[config.mk]
export PLATFORM = sky130hd
export DESIGN_NAME = waveform_pattern_fault_guard
export DESIGN_NICKNAME = d
export VERILOG_FILES = /design/src/common/wave_guard_pkg.sv /design/src/common/fault_link_if.sv /design/src/verilog/fault_unit.sv /design/src/verilog/waveform_pattern_fault_guard.sv
export SDC_FILE = /design/constraint.sdc
export NUM_CORES = 1
export LEC_CHECK = 0
export ABC_AREA = 0
export BUFFER_PORTS_ARGS = -buffer_cell sky130_fd_sc_hd__buf_2
export CORE_MARGIN = 10
export CORE_UTILIZATION = 45
export DETAILED_ROUTE_END_ITERATION = 8
export MAX_ROUTING_LAYER = met4
export PLACE_DENSITY = 0.76
export SLEW_MARGIN = 30
export SYNTH_ARGS = -nofsm -noshare
export SYNTH_HDL_FRONTEND = slang
export SYNTH_SLANG_ARGS = --single-unit
[constraint.sdc]
create_clock -name core_clk_i -period 1.4 [get_ports core_clk_i]
set_input_delay 0.28 -clock core_clk_i [delete_from_list [all_inputs] [get_ports core_clk_i]]
set_output_delay 0.28 -clock core_clk_i [all_outputs]
set_load 0.05 [all_outputs]
[src/common/wave_guard_pkg.sv]
// Constants shared by the waveform extension top and its fault unit.
// Assumes one 8-bit register port with byte-wide registers at the offsets below.
package wave_guard_pkg;

  // ****************************************************************
  // Register offsets
  // ****************************************************************
  localparam logic [3:0] OFS_EXT_CTRL = 4'h0;
  localparam logic [3:0] OFS_FAULT_MASK = 4'h2;
  localparam logic [3:0] OFS_FAULT_CTRL = 4'h3;
  localparam logic [3:0] OFS_STATUS = 4'h4;
  localparam logic [3:0] OFS_DT_BOTH = 4'h6;
  localparam logic [3:0] OFS_DT_BOTH_BUF = 4'h7;
  localparam logic [3:0] OFS_DT_LOW = 4'h8;
  localparam logic [3:0] OFS_DT_HIGH = 4'h9;
  localparam logic [3:0] OFS_DT_LOW_BUF = 4'hA;
  localparam logic [3:0] OFS_DT_HIGH_BUF = 4'hB;
  localparam logic [3:0] OFS_OVERRIDE_EN = 4'hC;

  // ****************************************************************
  // Field positions and masks
  // ****************************************************************
  localparam int CTRL_PATTERN_BIT = 5;
  localparam int CTRL_COMMON_BIT = 4;
  localparam logic [7:0] CTRL_WR_MASK = 8'h3F;
  localparam int FCTRL_DBG_DIS_BIT = 4;
  localparam int FCTRL_MODE_BIT = 2;
  localparam logic [7:0] FCTRL_WR_MASK = 8'h17;
  localparam int STAT_FLAG_BIT = 2;
  localparam int STAT_HIGH_BUFV_BIT = 1;
  localparam int STAT_LOW_BUFV_BIT = 0;
  localparam logic [7:0] RESET_BYTE = 8'h00;

  // ****************************************************************
  // Fault action codes and restore modes
  // ****************************************************************
  localparam logic [1:0] ACT_NONE = 2'h0;
  localparam logic [1:0] ACT_CLEAR_DIR = 2'h3;
  localparam logic MODE_LATCHED = 1'b0;

  typedef enum logic {FS_NORMAL, FS_FAULT} fault_state_t;

endpackage

[src/common/fault_link_if.sv]
// Carries setup, triggers and results between the top and its fault unit.
// Assumes both ends share core_clk_i.
`timescale 1ns/1ps
interface fault_link_if;
  logic [7:0] event_mask;
  logic [1:0] action_sel;
  logic restart_mode;
  logic debug_break_fault_disable;
  logic flag_clear;
  logic update;
  logic fault_hold;
  logic flag;
  logic fault_enter;
  logic fault_leave;

  modport top
  (
    output event_mask, action_sel, restart_mode, debug_break_fault_disable, flag_clear, update,
    input fault_hold, flag, fault_enter, fault_leave
  );
  modport unit
  (
    input event_mask, action_sel, restart_mode, debug_break_fault_disable, flag_clear, update,
    output fault_hold, flag, fault_enter, fault_leave
  );
endinterface

[src/verilog/fault_unit.sv]
// Event-driven fault detector with latched and cycle-by-cycle restore.
// Assumes events and break request are synchronous to core_clk_i.
`timescale 1ns/1ps
module fault_unit #(
  parameter int EVENT_CHANNELS = 8
) (
  input wire logic core_clk_i,
  input wire logic rst_i,
  input wire logic [EVENT_CHANNELS-1:0] fault_event_i,
  input wire logic debug_break_i,
  fault_link_if.unit link
);

  // ****************************************************************
  // Trigger
  // ****************************************************************
  logic prot_en;
  logic dbg_trig;
  logic trig;
  logic release_ok;
  wave_guard_pkg::fault_state_t state_q;
  wave_guard_pkg::fault_state_t state_d;
  logic flag_q;
  logic flag_d;

  // Reserved action codes disable protection as code 00 does
  assign prot_en = (link.action_sel == wave_guard_pkg::ACT_CLEAR_DIR);
  assign dbg_trig = debug_break_i & ~link.debug_break_fault_disable;
  assign trig = prot_en & ((|(fault_event_i & link.event_mask)) | dbg_trig);

  // ****************************************************************
  // Flag and state
  // ****************************************************************
  // Set wins over a software clear in the same cycle
  assign flag_d = trig | (flag_q & ~link.flag_clear);
  // Latched mode also needs the flag gone; the break acts like any fault
  assign release_ok = ~trig & ((link.restart_mode != wave_guard_pkg::MODE_LATCHED) | ~flag_q);

  always_comb
  begin
    state_d = state_q;
    unique case (state_q)
      wave_guard_pkg::FS_NORMAL:
      begin
        if (trig)
        begin
          state_d = wave_guard_pkg::FS_FAULT;
        end
      end
      wave_guard_pkg::FS_FAULT:
      begin
        if (release_ok & link.update)
        begin
          state_d = wave_guard_pkg::FS_NORMAL;
        end
      end
    endcase
  end

  // Runs purely on the peripheral clock, no processor needed
  always_ff @(posedge core_clk_i)
  begin
    if (rst_i)
    begin
      state_q <= wave_guard_pkg::FS_NORMAL;
      flag_q <= 1'b0;
    end
    else
    begin
      state_q <= state_d;
      flag_q <= flag_d;
    end
  end

  // Hold is registered, so the action lands one cycle after the event
  assign link.fault_hold = (state_q == wave_guard_pkg::FS_FAULT);
  assign link.flag = flag_q;
  assign link.fault_enter = (state_q == wave_guard_pkg::FS_NORMAL) & trig;
  assign link.fault_leave = (state_q == wave_guard_pkg::FS_FAULT) & (state_d == wave_guard_pkg::FS_NORMAL);

endmodule // fault_unit

[src/verilog/waveform_pattern_fault_guard.sv]
// Waveform extension: pattern generation, dead-time channel selection
// and event-driven fault protection between a timer and an I/O port.
// Assumes the timer supplies compare waveforms and a one-cycle UPDATE pulse,
// the port applies direction clear/restore masks and output overrides.
//
// Implementation choice: the address-and-strobe port.
`timescale 1ns/1ps
module waveform_pattern_fault_guard #(
  parameter int CHANNELS = 4,
  parameter int PINS = 8,
  parameter int EVENT_CHANNELS = 8
) (
  input wire logic core_clk_i,
  input wire logic rst_i,
  input wire logic [3:0] reg_addr_i,
  input wire logic [7:0] reg_wdata_i,
  input wire logic reg_wr_i,
  input wire logic reg_rd_i,
  output logic [7:0] reg_rdata_o,
  input wire logic ext_lock_i,
  input wire logic [CHANNELS-1:0] compare_wave_i,
  input wire logic update_i,
  input wire logic [EVENT_CHANNELS-1:0] fault_event_i,
  input wire logic debug_break_i,
  input wire logic [PINS-1:0] port_dir_i,
  output logic [CHANNELS-1:0] deadtime_channel_en_o,
  output logic [CHANNELS-1:0] deadtime_wave_o,
  output logic [7:0] deadtime_low_o,
  output logic [7:0] deadtime_high_o,
  output logic [PINS-1:0] pin_override_o,
  output logic [PINS-1:0] pin_value_o,
  output logic port_out_load_o,
  output logic [PINS-1:0] port_out_data_o,
  output logic [PINS-1:0] dir_clear_o,
  output logic [PINS-1:0] dir_restore_o,
  output logic timer_error_set_o
);

  // ****************************************************************
  // Helpers
  // ****************************************************************
  // Each channel owns a pin pair: channel x drives pins 2x and 2x+1
  function automatic logic [PINS-1:0] channel_pins(input logic [CHANNELS-1:0] ch);
    logic [PINS-1:0] pins;
    pins = '0;
    for (int i = 0; i < CHANNELS; i++)
    begin
      pins[2*i] = ch[i];
      pins[2*i+1] = ch[i];
    end
    return pins;
  endfunction

  // ****************************************************************
  // Declarations
  // ****************************************************************
  fault_link_if link ();

  logic [7:0] ctrl_q;
  logic [7:0] ctrl_d;
  logic [7:0] fault_mask_q;
  logic [7:0] fault_mask_d;
  logic [7:0] fault_ctrl_q;
  logic [7:0] fault_ctrl_d;
  logic [7:0] dt_low_q;
  logic [7:0] dt_low_d;
  logic [7:0] dt_high_q;
  logic [7:0] dt_high_d;
  logic [7:0] dt_low_buf_q;
  logic [7:0] dt_low_buf_d;
  logic [7:0] dt_high_buf_q;
  logic [7:0] dt_high_buf_d;
  logic low_bufv_q;
  logic low_bufv_d;
  logic high_bufv_q;
  logic high_bufv_d;
  logic [PINS-1:0] override_en_q;
  logic [PINS-1:0] override_en_d;
  logic [7:0] rdata_q;
  logic [7:0] rdata_d;
  logic port_load_q;
  logic [PINS-1:0] dir_restore_q;
  logic timer_err_q;

  logic pattern_mode_en;
  logic common_waveform_sel;
  logic [CHANNELS-1:0] deadtime_channel_en;
  logic [PINS-1:0] enabled_pins;
  logic unlocked;
  logic override_writable;
  logic wr_ctrl;
  logic wr_mask;
  logic wr_fctrl;
  logic wr_status;
  logic wr_both;
  logic wr_both_buf;
  logic wr_low;
  logic wr_high;
  logic wr_low_buf;
  logic wr_high_buf;
  logic wr_override;
  logic load_low;
  logic load_high;
  logic [7:0] status_byte;

  // ****************************************************************
  // Control fields
  // ****************************************************************
  // Pattern mode wins over the dead-time channel enables
  assign pattern_mode_en = ctrl_q[wave_guard_pkg::CTRL_PATTERN_BIT];
  assign common_waveform_sel = ctrl_q[wave_guard_pkg::CTRL_COMMON_BIT];
  assign deadtime_channel_en = ctrl_q[CHANNELS-1:0];
  assign enabled_pins = channel_pins(deadtime_channel_en);

  // ****************************************************************
  // Write decode
  // ****************************************************************
  // Lock covers control, override enable and event mask only
  assign unlocked = ~ext_lock_i;
  // Override enable writes are refused while a fault is flagged or held
  assign override_writable = unlocked & ~link.flag & ~link.fault_hold;
  assign wr_ctrl = reg_wr_i & (reg_addr_i == wave_guard_pkg::OFS_EXT_CTRL) & unlocked;
  assign wr_mask = reg_wr_i & (reg_addr_i == wave_guard_pkg::OFS_FAULT_MASK) & unlocked;
  assign wr_fctrl = reg_wr_i & (reg_addr_i == wave_guard_pkg::OFS_FAULT_CTRL);
  assign wr_status = reg_wr_i & (reg_addr_i == wave_guard_pkg::OFS_STATUS);
  assign wr_both = reg_wr_i & (reg_addr_i == wave_guard_pkg::OFS_DT_BOTH);
  assign wr_both_buf = reg_wr_i & (reg_addr_i == wave_guard_pkg::OFS_DT_BOTH_BUF);
  assign wr_low = reg_wr_i & (reg_addr_i == wave_guard_pkg::OFS_DT_LOW);
  assign wr_high = reg_wr_i & (reg_addr_i == wave_guard_pkg::OFS_DT_HIGH);
  assign wr_low_buf = reg_wr_i & (reg_addr_i == wave_guard_pkg::OFS_DT_LOW_BUF);
  assign wr_high_buf = reg_wr_i & (reg_addr_i == wave_guard_pkg::OFS_DT_HIGH_BUF);
  assign wr_override = reg_wr_i & (reg_addr_i == wave_guard_pkg::OFS_OVERRIDE_EN) & override_writable;

  // ****************************************************************
  // Fault unit hookup
  // ****************************************************************
  assign link.event_mask = fault_mask_q;
  assign link.action_sel = fault_ctrl_q[1:0];
  assign link.restart_mode = fault_ctrl_q[wave_guard_pkg::FCTRL_MODE_BIT];
  assign link.debug_break_fault_disable = fault_ctrl_q[wave_guard_pkg::FCTRL_DBG_DIS_BIT];
  // Write-one-to-clear; a zero leaves the flag alone
  assign link.flag_clear = wr_status & reg_wdata_i[wave_guard_pkg::STAT_FLAG_BIT];
  assign link.update = update_i;

  fault_unit #(
    .EVENT_CHANNELS(EVENT_CHANNELS)
  ) u_fault (
    .core_clk_i(core_clk_i),
    .rst_i(rst_i),
    .fault_event_i(fault_event_i),
    .debug_break_i(debug_break_i),
    .link(link)
  );

  // ****************************************************************
  // Buffered loads at UPDATE
  // ****************************************************************
  // A pending buffer moves to its active register on the timer's UPDATE only
  assign load_low = update_i & low_bufv_q;
  assign load_high = update_i & high_bufv_q & ~link.fault_hold;

  // ****************************************************************
  // Next-state values
  // ****************************************************************
  assign ctrl_d = wr_ctrl ? (reg_wdata_i & wave_guard_pkg::CTRL_WR_MASK) : ctrl_q;
  assign fault_mask_d = wr_mask ? reg_wdata_i : fault_mask_q;
  assign fault_ctrl_d = wr_fctrl ? (reg_wdata_i & wave_guard_pkg::FCTRL_WR_MASK) : fault_ctrl_q;
  assign dt_low_buf_d = (wr_low_buf | wr_both_buf) ? reg_wdata_i : dt_low_buf_q;
  assign dt_high_buf_d = (wr_high_buf | wr_both_buf) ? reg_wdata_i : dt_high_buf_q;

  // Direct writes win over the buffered copy in the same cycle
  assign dt_low_d = (wr_low | wr_both) ? reg_wdata_i : (load_low ? dt_low_buf_q : dt_low_q);
  assign dt_high_d = (wr_high | wr_both) ? reg_wdata_i :
                     ((load_high & ~pattern_mode_en) ? dt_high_buf_q : dt_high_q);

  // Valid bits: a fresh buffer write beats the load that empties it
  assign low_bufv_d = (wr_low_buf | wr_both_buf) |
                      (low_bufv_q & ~load_low & ~(wr_status & reg_wdata_i[wave_guard_pkg::STAT_LOW_BUFV_BIT]));
  assign high_bufv_d = (wr_high_buf | wr_both_buf) |
                       (high_bufv_q & ~load_high & ~(wr_status & reg_wdata_i[wave_guard_pkg::STAT_HIGH_BUFV_BIT]));

  // In pattern mode the high-side buffer carries the next override enables
  assign override_en_d = wr_override ? reg_wdata_i[PINS-1:0] :
                         ((load_high & pattern_mode_en) ? dt_high_buf_q[PINS-1:0] : override_en_q);

  // ****************************************************************
  // Read mux
  // ****************************************************************
  assign status_byte = {5'h00, link.flag, high_bufv_q, low_bufv_q};

  always_comb
  begin
    rdata_d = wave_guard_pkg::RESET_BYTE;
    if (reg_rd_i)
    begin
      unique case (reg_addr_i)
        wave_guard_pkg::OFS_EXT_CTRL: rdata_d = ctrl_q;
        wave_guard_pkg::OFS_FAULT_MASK: rdata_d = fault_mask_q;
        wave_guard_pkg::OFS_FAULT_CTRL: rdata_d = fault_ctrl_q;
        wave_guard_pkg::OFS_STATUS: rdata_d = status_byte;
        wave_guard_pkg::OFS_DT_BOTH: rdata_d = dt_low_q;
        wave_guard_pkg::OFS_DT_BOTH_BUF: rdata_d = dt_low_buf_q;
        wave_guard_pkg::OFS_DT_LOW: rdata_d = dt_low_q;
        wave_guard_pkg::OFS_DT_HIGH: rdata_d = dt_high_q;
        wave_guard_pkg::OFS_DT_LOW_BUF: rdata_d = dt_low_buf_q;
        wave_guard_pkg::OFS_DT_HIGH_BUF: rdata_d = dt_high_buf_q;
        wave_guard_pkg::OFS_OVERRIDE_EN: rdata_d = override_en_q;
        default: rdata_d = wave_guard_pkg::RESET_BYTE; // Unmapped reads give zero
      endcase
    end
  end

  // ****************************************************************
  // Register file
  // ****************************************************************
  always_ff @(posedge core_clk_i)
  begin
    if (rst_i)
    begin
      ctrl_q <= wave_guard_pkg::RESET_BYTE;
      fault_mask_q <= wave_guard_pkg::RESET_BYTE;
      fault_ctrl_q <= wave_guard_pkg::RESET_BYTE;
      dt_low_q <= wave_guard_pkg::RESET_BYTE;
      dt_high_q <= wave_guard_pkg::RESET_BYTE;
      dt_low_buf_q <= wave_guard_pkg::RESET_BYTE;
      dt_high_buf_q <= wave_guard_pkg::RESET_BYTE;
      low_bufv_q <= 1'b0;
      high_bufv_q <= 1'b0;
      override_en_q <= '0;
      rdata_q <= wave_guard_pkg::RESET_BYTE;
    end
    else
    begin
      ctrl_q <= ctrl_d;
      fault_mask_q <= fault_mask_d;
      fault_ctrl_q <= fault_ctrl_d;
      dt_low_q <= dt_low_d;
      dt_high_q <= dt_high_d;
      dt_low_buf_q <= dt_low_buf_d;
      dt_high_buf_q <= dt_high_buf_d;
      low_bufv_q <= low_bufv_d;
      high_bufv_q <= high_bufv_d;
      override_en_q <= override_en_d;
      rdata_q <= rdata_d;
    end
  end

  // ****************************************************************
  // Port side events
  // ****************************************************************
  // Pattern reaches the port OUT register the cycle after the UPDATE load
  always_ff @(posedge core_clk_i)
  begin
    if (rst_i)
    begin
      port_load_q <= 1'b0;
      dir_restore_q <= '0;
      timer_err_q <= 1'b0;
    end
    else
    begin
      port_load_q <= load_low & pattern_mode_en;
      dir_restore_q <= link.fault_leave ? enabled_pins : '0;
      timer_err_q <= link.fault_enter;
    end
  end

  // ****************************************************************
  // Outputs
  // ****************************************************************
  assign reg_rdata_o = rdata_q;

  // Dead-time generators are bypassed in pattern mode
  assign deadtime_channel_en_o = pattern_mode_en ? '0 : deadtime_channel_en;
  assign deadtime_wave_o = common_waveform_sel ? {CHANNELS{compare_wave_i[0]}} : compare_wave_i;
  assign deadtime_low_o = dt_low_q;
  assign deadtime_high_o = dt_high_q;

  // Override is gated by the port direction; this block never sets direction
  assign pin_override_o = pattern_mode_en ? (override_en_q & port_dir_i) : '0;
  assign pin_value_o = {PINS{compare_wave_i[0]}};
  assign port_out_load_o = port_load_q;
  assign port_out_data_o = dt_low_q[PINS-1:0];

  // Clear is held for the whole fault state; OUTPUT_OVERRIDE_ENABLE itself is untouched
  assign dir_clear_o = link.fault_hold ? enabled_pins : '0;
  assign dir_restore_o = dir_restore_q;
  assign timer_error_set_o = timer_err_q;

endmodule // waveform_pattern_fault_guard

---- Word-level counts from Yosys, hierarchy flattened ----
Cells that the tools add are included.
cells by class
  multiplexer cells ....................... 14
  bitwise operators ....................... 61
  equal/unequal tests ..................... 11
  reduce and logical (&&, ||, !) cells .... 9
operator list
  kind                                                              count
  8-bit case mux with 9 select lines                                1
  8-bit two-way mux                                                 8
  1-bit AND                                                         36
  4-bit == test (second input constant)                             5
  8-bit AND                                                         2
  1-bit NOT                                                         14
  4-bit by 3-bit == test with 1-bit output (second input constant)  3
  1-bit bitwise OR                                                  9
  4-bit by 2-bit == test with 1-bit output (second input constant)  2
  4-bit two-way mux                                                 2
  2-bit OR reduction                                                4
  8-bit OR reduction                                                1
  2-bit nonzero test                                                3
  4-bit zero test                                                   1
  2-bit == test (second input constant)                             1
  1-bit two-way mux                                                 2
  1-bit case mux with 2 select lines                                1
storage, ports and cells
  register bits ........................... 79
  word-level logic and storage cells ...... 111
  input bits .............................. 39
  output and inout bits ................... 74

---- Logic depth before layout (Yosys ltp) ----
Gate-level depths: netlist of the first run.
  depth after elaboration ................. 13
  gate-level depth with buffers ........... 7
  gate-level depth less buffers ........... 4

---- Cells and area by module ----
A second synthesis of the first run with hierarchy kept.
unflattened totals
  cell total of the unflattened synthesis .. 447
  area total of the unflattened synthesis .. 3,931.3 sq um
modules (own cells, without submodules)
  module                        instances  area an instance (sq um)  cells each  seq. area each (sq um)
  waveform_pattern_fault_guard  1          3,778.6                   429         1,481.4
  fault_unit                    1          152.6                     18          40.0

---- Least setup slack after synthesis of the first run ----
OpenSTA, ideal clock, no wires.
  kind .................................... reg-to-output
  start ................................... register ctrl_q[4]
  end ..................................... output port deadtime_wave_o[1]
  cell stages (with the launch flop) ...... 2
  required time ........................... 1.120 ns
  arrival ................................. 1.432 ns
  path buffers ............................ 0
  setup slack ............................. -0.312 ns
  cell sequence ........................... dfxtp_1 o21ai_0
on the way
  word-level cells in the longest chain between the ends .. 1
RTL lines
  element                 RTL line                             RTL
  start, declared         waveform_pattern_fault_guard.sv:59   logic [7:0] ctrl_q;
  start signal, assigned  waveform_pattern_fault_guard.sv:220  ctrl_q <= wave_guard_pkg::RESET_BYTE;
  start signal, assigned  waveform_pattern_fault_guard.sv:234  ctrl_q <= ctrl_d;
  4-bit two-way mux       waveform_pattern_fault_guard.sv:275  assign deadtime_wave_o = common_waveform_sel ? {CHANNELS{compare_wave_i[0]}} : compare_wave_i;
  end, declared           waveform_pattern_fault_guard.sv:27   output logic [CHANNELS-1:0] deadtime_wave_o,
No other way between the ends.

---- Worst setup path in the final report of the first run ----
  start ................................... register ctrl_q[5]
  end ..................................... output port deadtime_channel_en_o[3]
on the way
  word-level cells in the longest chain between the ends .. 1
RTL lines
  element            RTL line                             RTL
  4-bit two-way mux  waveform_pattern_fault_guard.sv:274  assign deadtime_channel_en_o = pattern_mode_en ? '0 : deadtime_channel_en;
  end, declared      waveform_pattern_fault_guard.sv:26   output logic [CHANNELS-1:0] deadtime_channel_en_o,
No other way between the ends.

==> metrics.txt, run 1 <==
Clk pwr share 33.1%; Routed WL per cell 20.2 um; Final Util 63.2%; setup_tns -1.38 ns; startpoint types register; #FFs+latches synth 76; CORE AREA 8640 sq um; die width 114 um; fin crit share 110%; Avg Cell Area, Syn 8.79 sq um; Via density 5.77; clock root buffer clkbuf_8; worst reg2reg path depth 6; Rows 34; Worst-path clk slew 0.07 ns; antenna violations before repair 0; Post-Layout Inst Area 5460 sq um; Max-Slew Margin vs Limit 64.0%; R2R setup slack -0.08 ns; clock skew 0.0169 ns; CP Class reg2out; CP max stage delay 0.37 ns; # DRC 0; die area 13000 sq um; Worst EP required 1.12 ns; Post-synth ARST share 0%; DR pass1 iterations 5; Port Buffer Count 112; maxcap violations 0; slowest cell on the critical path dfxtp_4; TritonCTS clock tree built; Fill cells 709; Post-Route WL 13900 um; Net Sw Frac 30.3%; critical path cell sequence buf_12 > buf_8 > nor2b_4 > buf_6; gr usage total 20.7%; Slew Viols, Final 0; internal power 3.07 mW; Synth Area in Simple Gates 22.5%; yosys warns 0; hold path cells 3; Leak 2.37 nW; initial drt markers 345; DP HPWL 9850 um; share of post-route cells with drive strength above 1 43.0%; Gate Count Post-Synth 452; largest family of logic cells by synthesized area simple AND/OR/NAND/NOR gates; status complete, but fails checks; die height 114 um; gpl congestion 0.902; CTS Hold Bufs 0; first-pass GRT wire length 21400 um; Comb pwr share 16.2%; Min-Delay Path Class in2reg; min cycle time layout 1.54 ns; post-synthesis sequential area ratio 38.3%; Synth Area in Adders 0%; unrepaired setup endpoints after global routing true; post-synthesis net count 491; crit-path max FO 5; max frequency 648 MHz; ys flop type dfxtp_1; failing checks setup timing; clk_lat worst skew 0.35 ns; post-synthesis mux area share 12.5%; P_sw 1.33 mW; pin count of the biggest net entering global routing 65; vias in the first global route 4043; Max VDD drop 417 uV; crit path DAT 1.26 ns; instance area after placement 4800 sq um; Initial Util 46.0%; global route overflow 0; Area Growth Syn to Fin 37.4%; DRT antenna net count 0; setup ws final -0.143 ns; CTS Buf Count 9; Synth cell types 56; via count 3965; actual slew at the worst max-slew pin 0.539 ns; clock buffer depth 2; Synth Cell Area 3970 sq um; Power Density 808 nW/um^2; EDFF count, synth 0; clock sink count 76; n_diodes 0; CTS HTree Levels 3; Ports 113; worst slack, placed -0.279 ns; crit end category primary output; final setup vio count 28; nets 614; compound-cell area share of the yosys netlist 16.6%; Seq pwr share 50.7%; Post-Synth XOR/XNOR Area 0%; final hold vios 0
[per-stage QoR]
step / total power [mW] / hold slack [ns] / instances
3_3_place_gp: 2.95 / 0.472 / 663
5_1_grt: 4.56 / 0.271 / 687
3_5_place_dp: 2.96 / 0.480 / 663
6_report: 4.41 / 0.279 / 687
2_1_floorplan: 2.72 / 0.424 / 452
4_1_cts: 4.40 / 0.264 / 684
[area by class of cell]
class | instances | area [sq um] | share of cell area, %
clock buffers | 9 | 124 | 2.27
clock inverters | 6 | 42.5 | 0.780
inverters | 9 | 33.8 | 0.619
multi-input cells | 306 | 2230 | 40.8
flip-flops and latches | 76 | 1540 | 28.2
well taps | 108 | 135 | 2.48
repair buffers | 173 | 1360 | 24.9
[what timing repair did]
item | in CTS | in global routing
pin swaps | 4 | 30
gates resized for setup | 77 | 52
setup endpoints to repair | 35 | 50
buffers inserted | 6 | 3
[critical path, delay by kind of cell, from the launching register on]
family,cells,cell delay [ns]
AND/OR/NAND/NOR,1,0.12
buffers and inverters,3,0.43
flip-flops,1,0.37
[Yosys cell counts, drive strengths merged, types with 9 or more instances]
library cell / instances / area (sq um)
a211oi: 16 / 120
a21oi: 15 / 86.3
a31oi: 9 / 56.3
and3: 12 / 75.1
buf: 44 / 304
clkbuf: 17 / 63.8
dfxtp: 76 / 1520
inv: 9 / 33.8
mux2i: 45 / 450
nand2: 29 / 109
nand3: 22 / 110
nor2: 57 / 214
o21ai: 9 / 52.6
[registers in the layout, summed over array words and instances (netlist names)]
register,cells
ctrl_q,6
deadtime_high_o,8
deadtime_low_o,8
dir_restore_o,4
dt_high_buf_q,8
dt_low_buf_q,8
fault_ctrl_q,4
fault_mask_q,8
high_bufv_q,1
low_bufv_q,1
override_en_q,8
port_out_load_o,1
reg_rdata_o,8
timer_error_set_o,1
u_fault.link.fault_hold,1
u_fault.link.flag,1
[per-layer routing]
metal | wire length [um] | share of wire (%) | GRT usage (%)
met4 | 348 | 2.5 | 8.19
met3 | 868 | 6.3 | 4.30
met5 | 0 | 0 | -
met1 | 5590 | 40 | 23.6
met2 | 7060 | 51 | 34.9
[worst paths after layout]
path | from | endpoint
setup / recovery | ctrl_q[5]$_SDFFE_PP0P_ | deadtime_channel_en_o[3]
hold / removal | reg_wdata_i[5] | dt_low_buf_q[5]$_SDFFE_PP0P_
setup reg to reg | ctrl_q[5]$_SDFFE_PP0P_ | deadtime_high_o[2]$_SDFFE_PP0P_
hold reg to reg | dt_low_buf_q[2]$_SDFFE_PP0P_ | dt_low_buf_q[2]$_SDFFE_PP0P_
[power by group through the flow]
| stage | logic, mW | registers, mW | clock network [mW] |
|---|---|---|---|
| detailed placement | 0.675 | 2.29 | 0 |
| global placement | 0.666 | 2.29 | 0 |
| CTS | 0.687 | 2.23 | 1.48 |
| global route | 0.753 | 2.24 | 1.57 |
| floorplan | 0.380 | 2.34 | 0 |
| finish | 0.713 | 2.23 | 1.46 |
[cell usage in the layout (no fill, tap or decap), types with 4 or more instances in the layout]
master / synthesis / routed
buf_12: 0 / 8
mux2i_1: 45 / 44
a311oi_1: 8 / 8
nor2_1: 57 / 56
buf_4: 29 / 45
nand3b_1: 4 / 4
and3_4: 0 / 6
dfxtp_2: 0 / 6
mux2_2: 4 / 4
a22oi_1: 8 / 8
and2_4: 0 / 4
clkbuf_8: 0 / 9
nand2_1: 29 / 28
nand3_1: 22 / 21
buf_6: 2 / 14
dfxtp_1: 76 / 68
and3_1: 12 / 6
buf_8: 0 / 17
inv_1: 9 / 9
o21ai_2: 2 / 5
buf_2: 12 / 89
or3b_4: 1 / 4
nor3b_2: 0 / 4
nor2b_4: 0 / 4
a31oi_1: 9 / 8
a21oi_1: 14 / 13
a211oi_1: 16 / 14
[logic make-up after synthesis]
| kind of cell | Yosys count |
|---|---|
| mux | 49 |
| simple gates | 169 |
| flops | 76 |
| compound gates | 88 |
| buf+inv | 70 |
Note: power is estimated with default switching activity, not from simulation.
==> run 2: changes to the inputs <==
--- a/config.mk
+++ b/config.mk
@@ -12,6 +12,7 @@
 export DETAILED_ROUTE_END_ITERATION = 8
 export MAX_ROUTING_LAYER = met4
 export PLACE_DENSITY = 0.76
+export RECOVER_POWER = 50
 export SLEW_MARGIN = 30
 export SYNTH_ARGS = -nofsm -noshare
 export SYNTH_HDL_FRONTEND = slang
==> run 2 against run 1 <==
Effect of this change:
- the flow still finishes with violations (setup timing)
- final cell count is the same
- die area is the same
- hold slack lost 0.0043 ns
- clock skew shrank 0.00059 ns
- critical path depth is the same
- register-to-register slack is essentially flat
- sequential share of layout area grew 0.31 points
- sequential power is essentially flat
- routed wire length shrank 0.13%
- design area shrank 1.1%
- clock power is essentially flat
- critical path type unchanged
==> metrics.txt, run 2 (synthesis gave the netlist of run 1 again) <==
status complete, but fails checks; failing checks setup timing; CTS Buf Count 9 (unchanged); crit end category primary output; worst reg2reg path depth 6 (unchanged); CORE AREA 8640 sq um (unchanged); slowest cell on the critical path dfxtp_4; Via density 5.82 (+0.91%); antenna violations before repair 0 (unchanged); hold path cells 3 (unchanged); Top Family by Delay on Critical Path buffers and inverters; Post-Route WL 13800 um (-0.13%); clock buffer depth 2 (unchanged); crit-path max FO 5 (unchanged); actual slew at the worst max-slew pin 0.605 ns (+0.0655 ns); Power Density 814 nW/um^2 (+0.78%); die area 13000 sq um (unchanged); die height 114 um (unchanged); # DRC 0 (unchanged); Area Growth Syn to Fin 35.8%; Routed WL per cell 20.2 um (-0.13%); DP HPWL 9850 um (unchanged); startpoint types register; Worst EP required 1.12 ns (about the same); CP max stage delay 0.37 ns (about the same); Worst-path clk slew 0.08 ns (about the same); vias in the first global route 4043 (unchanged); most frequent cells in the layout 68 x dfxtp_1, 68 x buf_2, 57 x nor2_1; initial drt markers 348 (+0.87%); clock skew 0.0163 ns (-0.000586 ns); critical path cell sequence buf_12 > buf_8 > nor2b_4 > buf_6; Reg area 1540 sq um (unchanged); die width 114 um (unchanged); Initial Util 46.0% (unchanged); RR Startpoint ctrl_q[5]$_SDFFE_PP0P_; Min-Delay Path Class in2reg; Worst Path Buf+Inv 3 (unchanged); TritonCTS clock tree built; WL met2 7050 um (about the same); Post-Layout Inst Area 5400 sq um (-1.1%); worst slack, placed -0.279 ns (unchanged); Rows 34 (unchanged); final hold vios 0 (unchanged); share of post-route cells with drive strength above 1 40.6% (-2.4 points); pin count of the biggest net entering global routing 65 (unchanged); nets 614 (unchanged); crit path DAT 1.26 ns (about the same); DRT antenna net count 0 (unchanged); clock sink count 76 (unchanged); n_diodes 0 (unchanged); instance area after placement 4800 sq um (unchanged); fin crit share 110% (about the same); maxcap violations 0 (unchanged); setup_tns -1.75 ns (-0.365 ns); via count 4001 (+0.91%); max frequency 648 MHz (about the same); Leak 2.32 nW (-2.0%); CP Class reg2out; met3 WL 954 um (+9.9%); Max-Slew Margin vs Limit 59.9% (-4.2 points); Top Layer Used met4; unrepaired setup endpoints after global routing true; met1 WL 5510 um (-1.5%); hold worst-path end dt_low_buf_q[6]$_SDFFE_PP0P_; total power 4.39 mW (-0.33%); gr usage total 20.7% (unchanged); Max VDD drop 415 uV (-0.52%); Slew Viols, Final 0 (unchanged); CTS HTree Levels 3 (unchanged); Port Buffer Count 112 (unchanged); gpl congestion 0.902 (unchanged); worst hold slack 0.275 ns (-0.00431 ns); min-delay src reg_wdata_i[6]; first-pass GRT wire length 21400 um (unchanged); global route overflow 0 (unchanged); clk_lat worst skew 0.35 ns (about the same); setup ws final -0.144 ns (-0.00147 ns); multi-input combinational cell area 2210 sq um (-0.73%); R2R setup slack -0.07 ns (about the same); r2r endpoint deadtime_high_o[2]$_SDFFE_PP0P_; DR pass1 iterations 5 (unchanged); Fill cells 722 (+1.8%); final setup vio count 36 (+29%); clock root buffer clkbuf_8; Ports 113 (unchanged); min cycle time layout 1.54 ns (+0.00147 ns)
## run 2: cell types whose count changed in the layout (fill, tap and decap cells not counted), moves of 2 or more
cell / change
buf_4: -9
clkbuf_1: +8
clkbuf_2: +20
buf_2: -21
clkbuf_4: +2
## run 2: final cells by class
class,instances,area share [%]
Clock inverter,6,0.788
Inverter,9,0.626
Tap cell,108,2.50
Sequential cell,76,28.5
Clock buffer,9,2.30
Multi-Input combinational cell,306,41.0
Timing Repair Buffer,173,24.3
## run 2: worst min-delay path, cell delays in order
cell	delay, ns
buf_2	0.16
nand3_1	0.08
a21oi_1	0.06
## run 2: how the worst max path moves through the flow
stage                                       from                   endpoint  depth (start not counted)
after CTS                 ctrl_q[5]$_SDFFE_PP0P_   deadtime_channel_en_o[1]                          4
after global routing      ctrl_q[5]$_SDFFE_PP0P_   deadtime_channel_en_o[3]                          4
final                     ctrl_q[5]$_SDFFE_PP0P_   deadtime_channel_en_o[3]                          4
after global placement             reg_addr_i[3]  reg_rdata_o[6]$_SDFF_PP0_                          7
after detailed placement           reg_addr_i[3]  reg_rdata_o[6]$_SDFF_PP0_                          7
after floorplan           ctrl_q[4]$_SDFFE_PP0P_         deadtime_wave_o[1]                          1
## run 2: power by group
part	internal, mW	leakage [nW]	total [mW]	switching [mW]
combinational	0.235	1.62	0.698	0.463
sequential	2.19	0.619	2.23	0.0400
clock	0.632	0.0811	1.46	0.830
total	3.06	2.32	4.39	1.33
## run 2: layer usage
layer  global-route usage [%]  vias to the layer above
li1                         -                     1855
met4                     8.19                        0
met1                     23.6                     1918
met5                        -                        -
met2                     34.9                      195
met3                     4.30                       33
## run 2: per-stage QoR
step | instances | utilization, %
after global routing | 687 | 62.5
final | 687 | 62.5
after detailed placement | 663 | 55.6
after CTS | 684 | 60.8
after global placement | 663 | 55.6
after floorplan | 452 | -
## run 2: repair_timing
action,CTS,global route
gates resized for setup,77,52
buffers inserted,6,3
hold buffers,0,0
endpoints found under the setup margin,35,50
pin swaps,4,30
==> run 3: changes to the inputs <==
--- a/config.mk
+++ b/config.mk
@@ -8,10 +8,10 @@
 export ABC_AREA = 0
 export BUFFER_PORTS_ARGS = -buffer_cell sky130_fd_sc_hd__buf_2
 export CORE_MARGIN = 10
-export CORE_UTILIZATION = 45
+export CORE_UTILIZATION = 40
 export DETAILED_ROUTE_END_ITERATION = 8
 export MAX_ROUTING_LAYER = met4
-export PLACE_DENSITY = 0.76
+export PLACE_DENSITY = 0.69
 export RECOVER_POWER = 50
 export SLEW_MARGIN = 30
 export SYNTH_ARGS = -nofsm -noshare
==> run 3 against run 2 <==
Effect of this change:
- the run still ends with setup timing left
- total power is 8.5% higher
- highest routed layer unchanged
- sequential cell count did not move
- critical path depth fell by 1
- register-to-register slack better by 0.08 ns
- clock power up 26%
- critical path type unchanged
- largest cell class unchanged
- routed wire length fell by 4.8%
- die area rose by 10%
- count of clock-buffer cells in the layout stayed put
- clock skew fell by 0.0059 ns
==> metrics.txt, run 3 (synthesis gave the netlist of run 1 again) <==
status complete, but fails checks; failing checks setup timing; CTS Buf Count 9 (unchanged); max frequency 676 MHz (+4.4%); die area 14300 sq um (+10%); commonest non-fill, non-tap cell in the layout dfxtp_1; DP HPWL 9800 um (-0.57%); clock root buffer clkbuf_8; min cycle time layout 1.48 ns (-0.0650 ns); CTS HTree Levels 3 (unchanged); Comb pwr share 14.6% (-1.3 points); Rows 36 (+5.9%); CP most frequent cell buf_6; crit-path max FO 7 (+2); Clk pwr share 38.6% (+5.3 points); DR pass1 iterations 5 (unchanged); multi-input combinational cell area 2190 sq um (-0.79%); nets 607 (-1.1%); initial drt markers 250 (-28%); crit end category primary output; Post-Route WL 13200 um (-4.8%); share of post-route cells with drive strength above 1 39.7% (-0.90 points); clock buffer depth 2 (unchanged); Worst EP required 1.12 ns (about the same); vias in the first global route 3899 (-3.6%); first-pass GRT wire length 21000 um (-1.6%); fin crit share 106% (-4.6 points); Seq pwr share 46.8% (-4.0 points); Initial Util 40.8% (-5.2 points); Slew Viols, Final 0 (unchanged); Top Family by Delay on Critical Path flip-flops; total power 4.77 mW (+8.5%); via count 3838 (-4.1%); setup_tns -0.868 ns (+0.882 ns); most frequent cells in the layout 68 x dfxtp_1, 57 x nor2_1, 55 x buf_2; Area Growth Syn to Fin 35.1%; antenna violations before repair 0 (unchanged); setup ws final -0.0792 ns (+0.0650 ns); TritonCTS clock tree built; slowest cell on the critical path dfxtp_4; clock skew 0.0104 ns (-0.00595 ns); maxcap violations 0 (unchanged); gr usage total 18.4% (-2.3 points); CORE AREA 9730 sq um (+13%); clock sink count 76 (unchanged); internal power 3.42 mW (+12%); CP max stage delay 0.37 ns (about the same); pin count of the biggest net entering global routing 65 (unchanged); worst hold slack 0.236 ns (-0.0385 ns); startpoint types register; critical path cell sequence buf_6 > nor2b_1 > buf_6; unrepaired setup endpoints after global routing true; gpl congestion 0.883 (-2.1%); die width 120 um (+5.0%); final hold vios 0 (unchanged); Worst-path clk slew 0.08 ns (about the same); Net Sw Frac 28.2% (-2.1 points); Max-Slew Margin vs Limit 59.6% (-0.23 points); Min-Delay Path Class in2reg; # DRC 0 (unchanged); DRT antenna net count 0 (unchanged); CP Class reg2out; Fill cells 875 (+21%); Max VDD drop 448 uV (+8.0%); Via density 5.44 (-6.5%); clk_lat worst skew 0.36 ns (about the same); actual slew at the worst max-slew pin 0.608 ns (+0.00343 ns); CTS Hold Bufs 0 (unchanged); Worst Path Buf+Inv 2 (-1); final setup vio count 20 (-44%); Routed WL per cell 18.7 um (-7.2%); Leak 2.29 nW (-1.3%); crit path DAT 1.20 ns (-0.06 ns); Power Density 888 nW/um^2 (+9.1%); global route overflow 0 (unchanged); n_diodes 0 (unchanged); die height 120 um (+5.0%); Port Buffer Count 112 (unchanged); Reg area 1540 sq um (+0.16%); Ports 113 (unchanged); P_sw 1.35 mW (+0.99%)
[run 3: cell types whose count changed in the layout (fill, tap and decap cells not counted), sizes merged]
cell	delta
buf	-16
clkinv	-1
clkbuf	+9
bufinv	+2
clkinvlp	-1
[run 3: timing repair]
item	CTS	global route
buffers inserted	4	1
setup endpoints to repair	38	45
resized for setup	71	42
pin swaps	13	12
[run 3: final timing paths]
path	from	end	slack, ns	depth (start not counted)
setup / recovery	ctrl_q[5]$_SDFFE_PP0P_	deadtime_channel_en_o[0]	-0.08	3
hold / removal	reg_wdata_i[7]	dt_low_buf_q[7]$_SDFFE_PP0P_	0.24	3
setup reg to reg	fault_mask_q[0]$_SDFFE_PP0P_	u_fault.link.flag$_SDFF_PP0_	0.01	5
hold reg to reg	dt_low_buf_q[2]$_SDFFE_PP0P_	dt_low_buf_q[2]$_SDFFE_PP0P_	0.49	2
[run 3: metrics by stage]
step	instances	worst slack [ns]	area, sq um	utilization [%]
3_3_place_gp	686	-0.289	4790	49.3
2_1_floorplan	452	-0.312	4000	-
3_5_place_dp	686	-0.283	4790	49.3
4_1_cts	704	-0.0902	5240	53.9
5_1_grt	705	-0.132	5370	55.2
6_report	705	-0.0792	5370	55.2
[run 3: per-layer routing]
layer | track usage [%] | up-vias | share of wire, %
met5 | - | - | 0
met2 | 31.3 | 148 | 49
met4 | 5.20 | 0 | 1.5
met1 | 21.4 | 1841 | 42
li1 | - | 1832 | -
met3 | 4.08 | 17 | 6.8
[run 3: final cells by class]
cell class | count | area share (%)
clock buffer | 9 | 2.31
timing repair buffer | 166 | 22.7
inverter | 9 | 0.629
tap | 133 | 3.10
multi-input combinational | 306 | 40.9
clock inverter | 6 | 1.68
sequential | 76 | 28.7
[run 3: tightest hold or removal path, delay by kind of cell]
family,cells,cell delay [ns]
AND/OR/NAND/NOR,1,0.07
AO/OA/AOI/OAI,1,0.06
buffers and inverters,1,0.14
[run 3: power groups by stage]
stage	registers, mW	clock network, mW	logic (mW)
3_3_place_gp	2.28	0	0.669
4_1_cts	2.23	1.86	0.686
2_1_floorplan	2.34	0	0.380
3_5_place_dp	2.28	0	0.678
5_1_grt	2.24	1.97	0.738
6_report	2.23	1.84	0.697
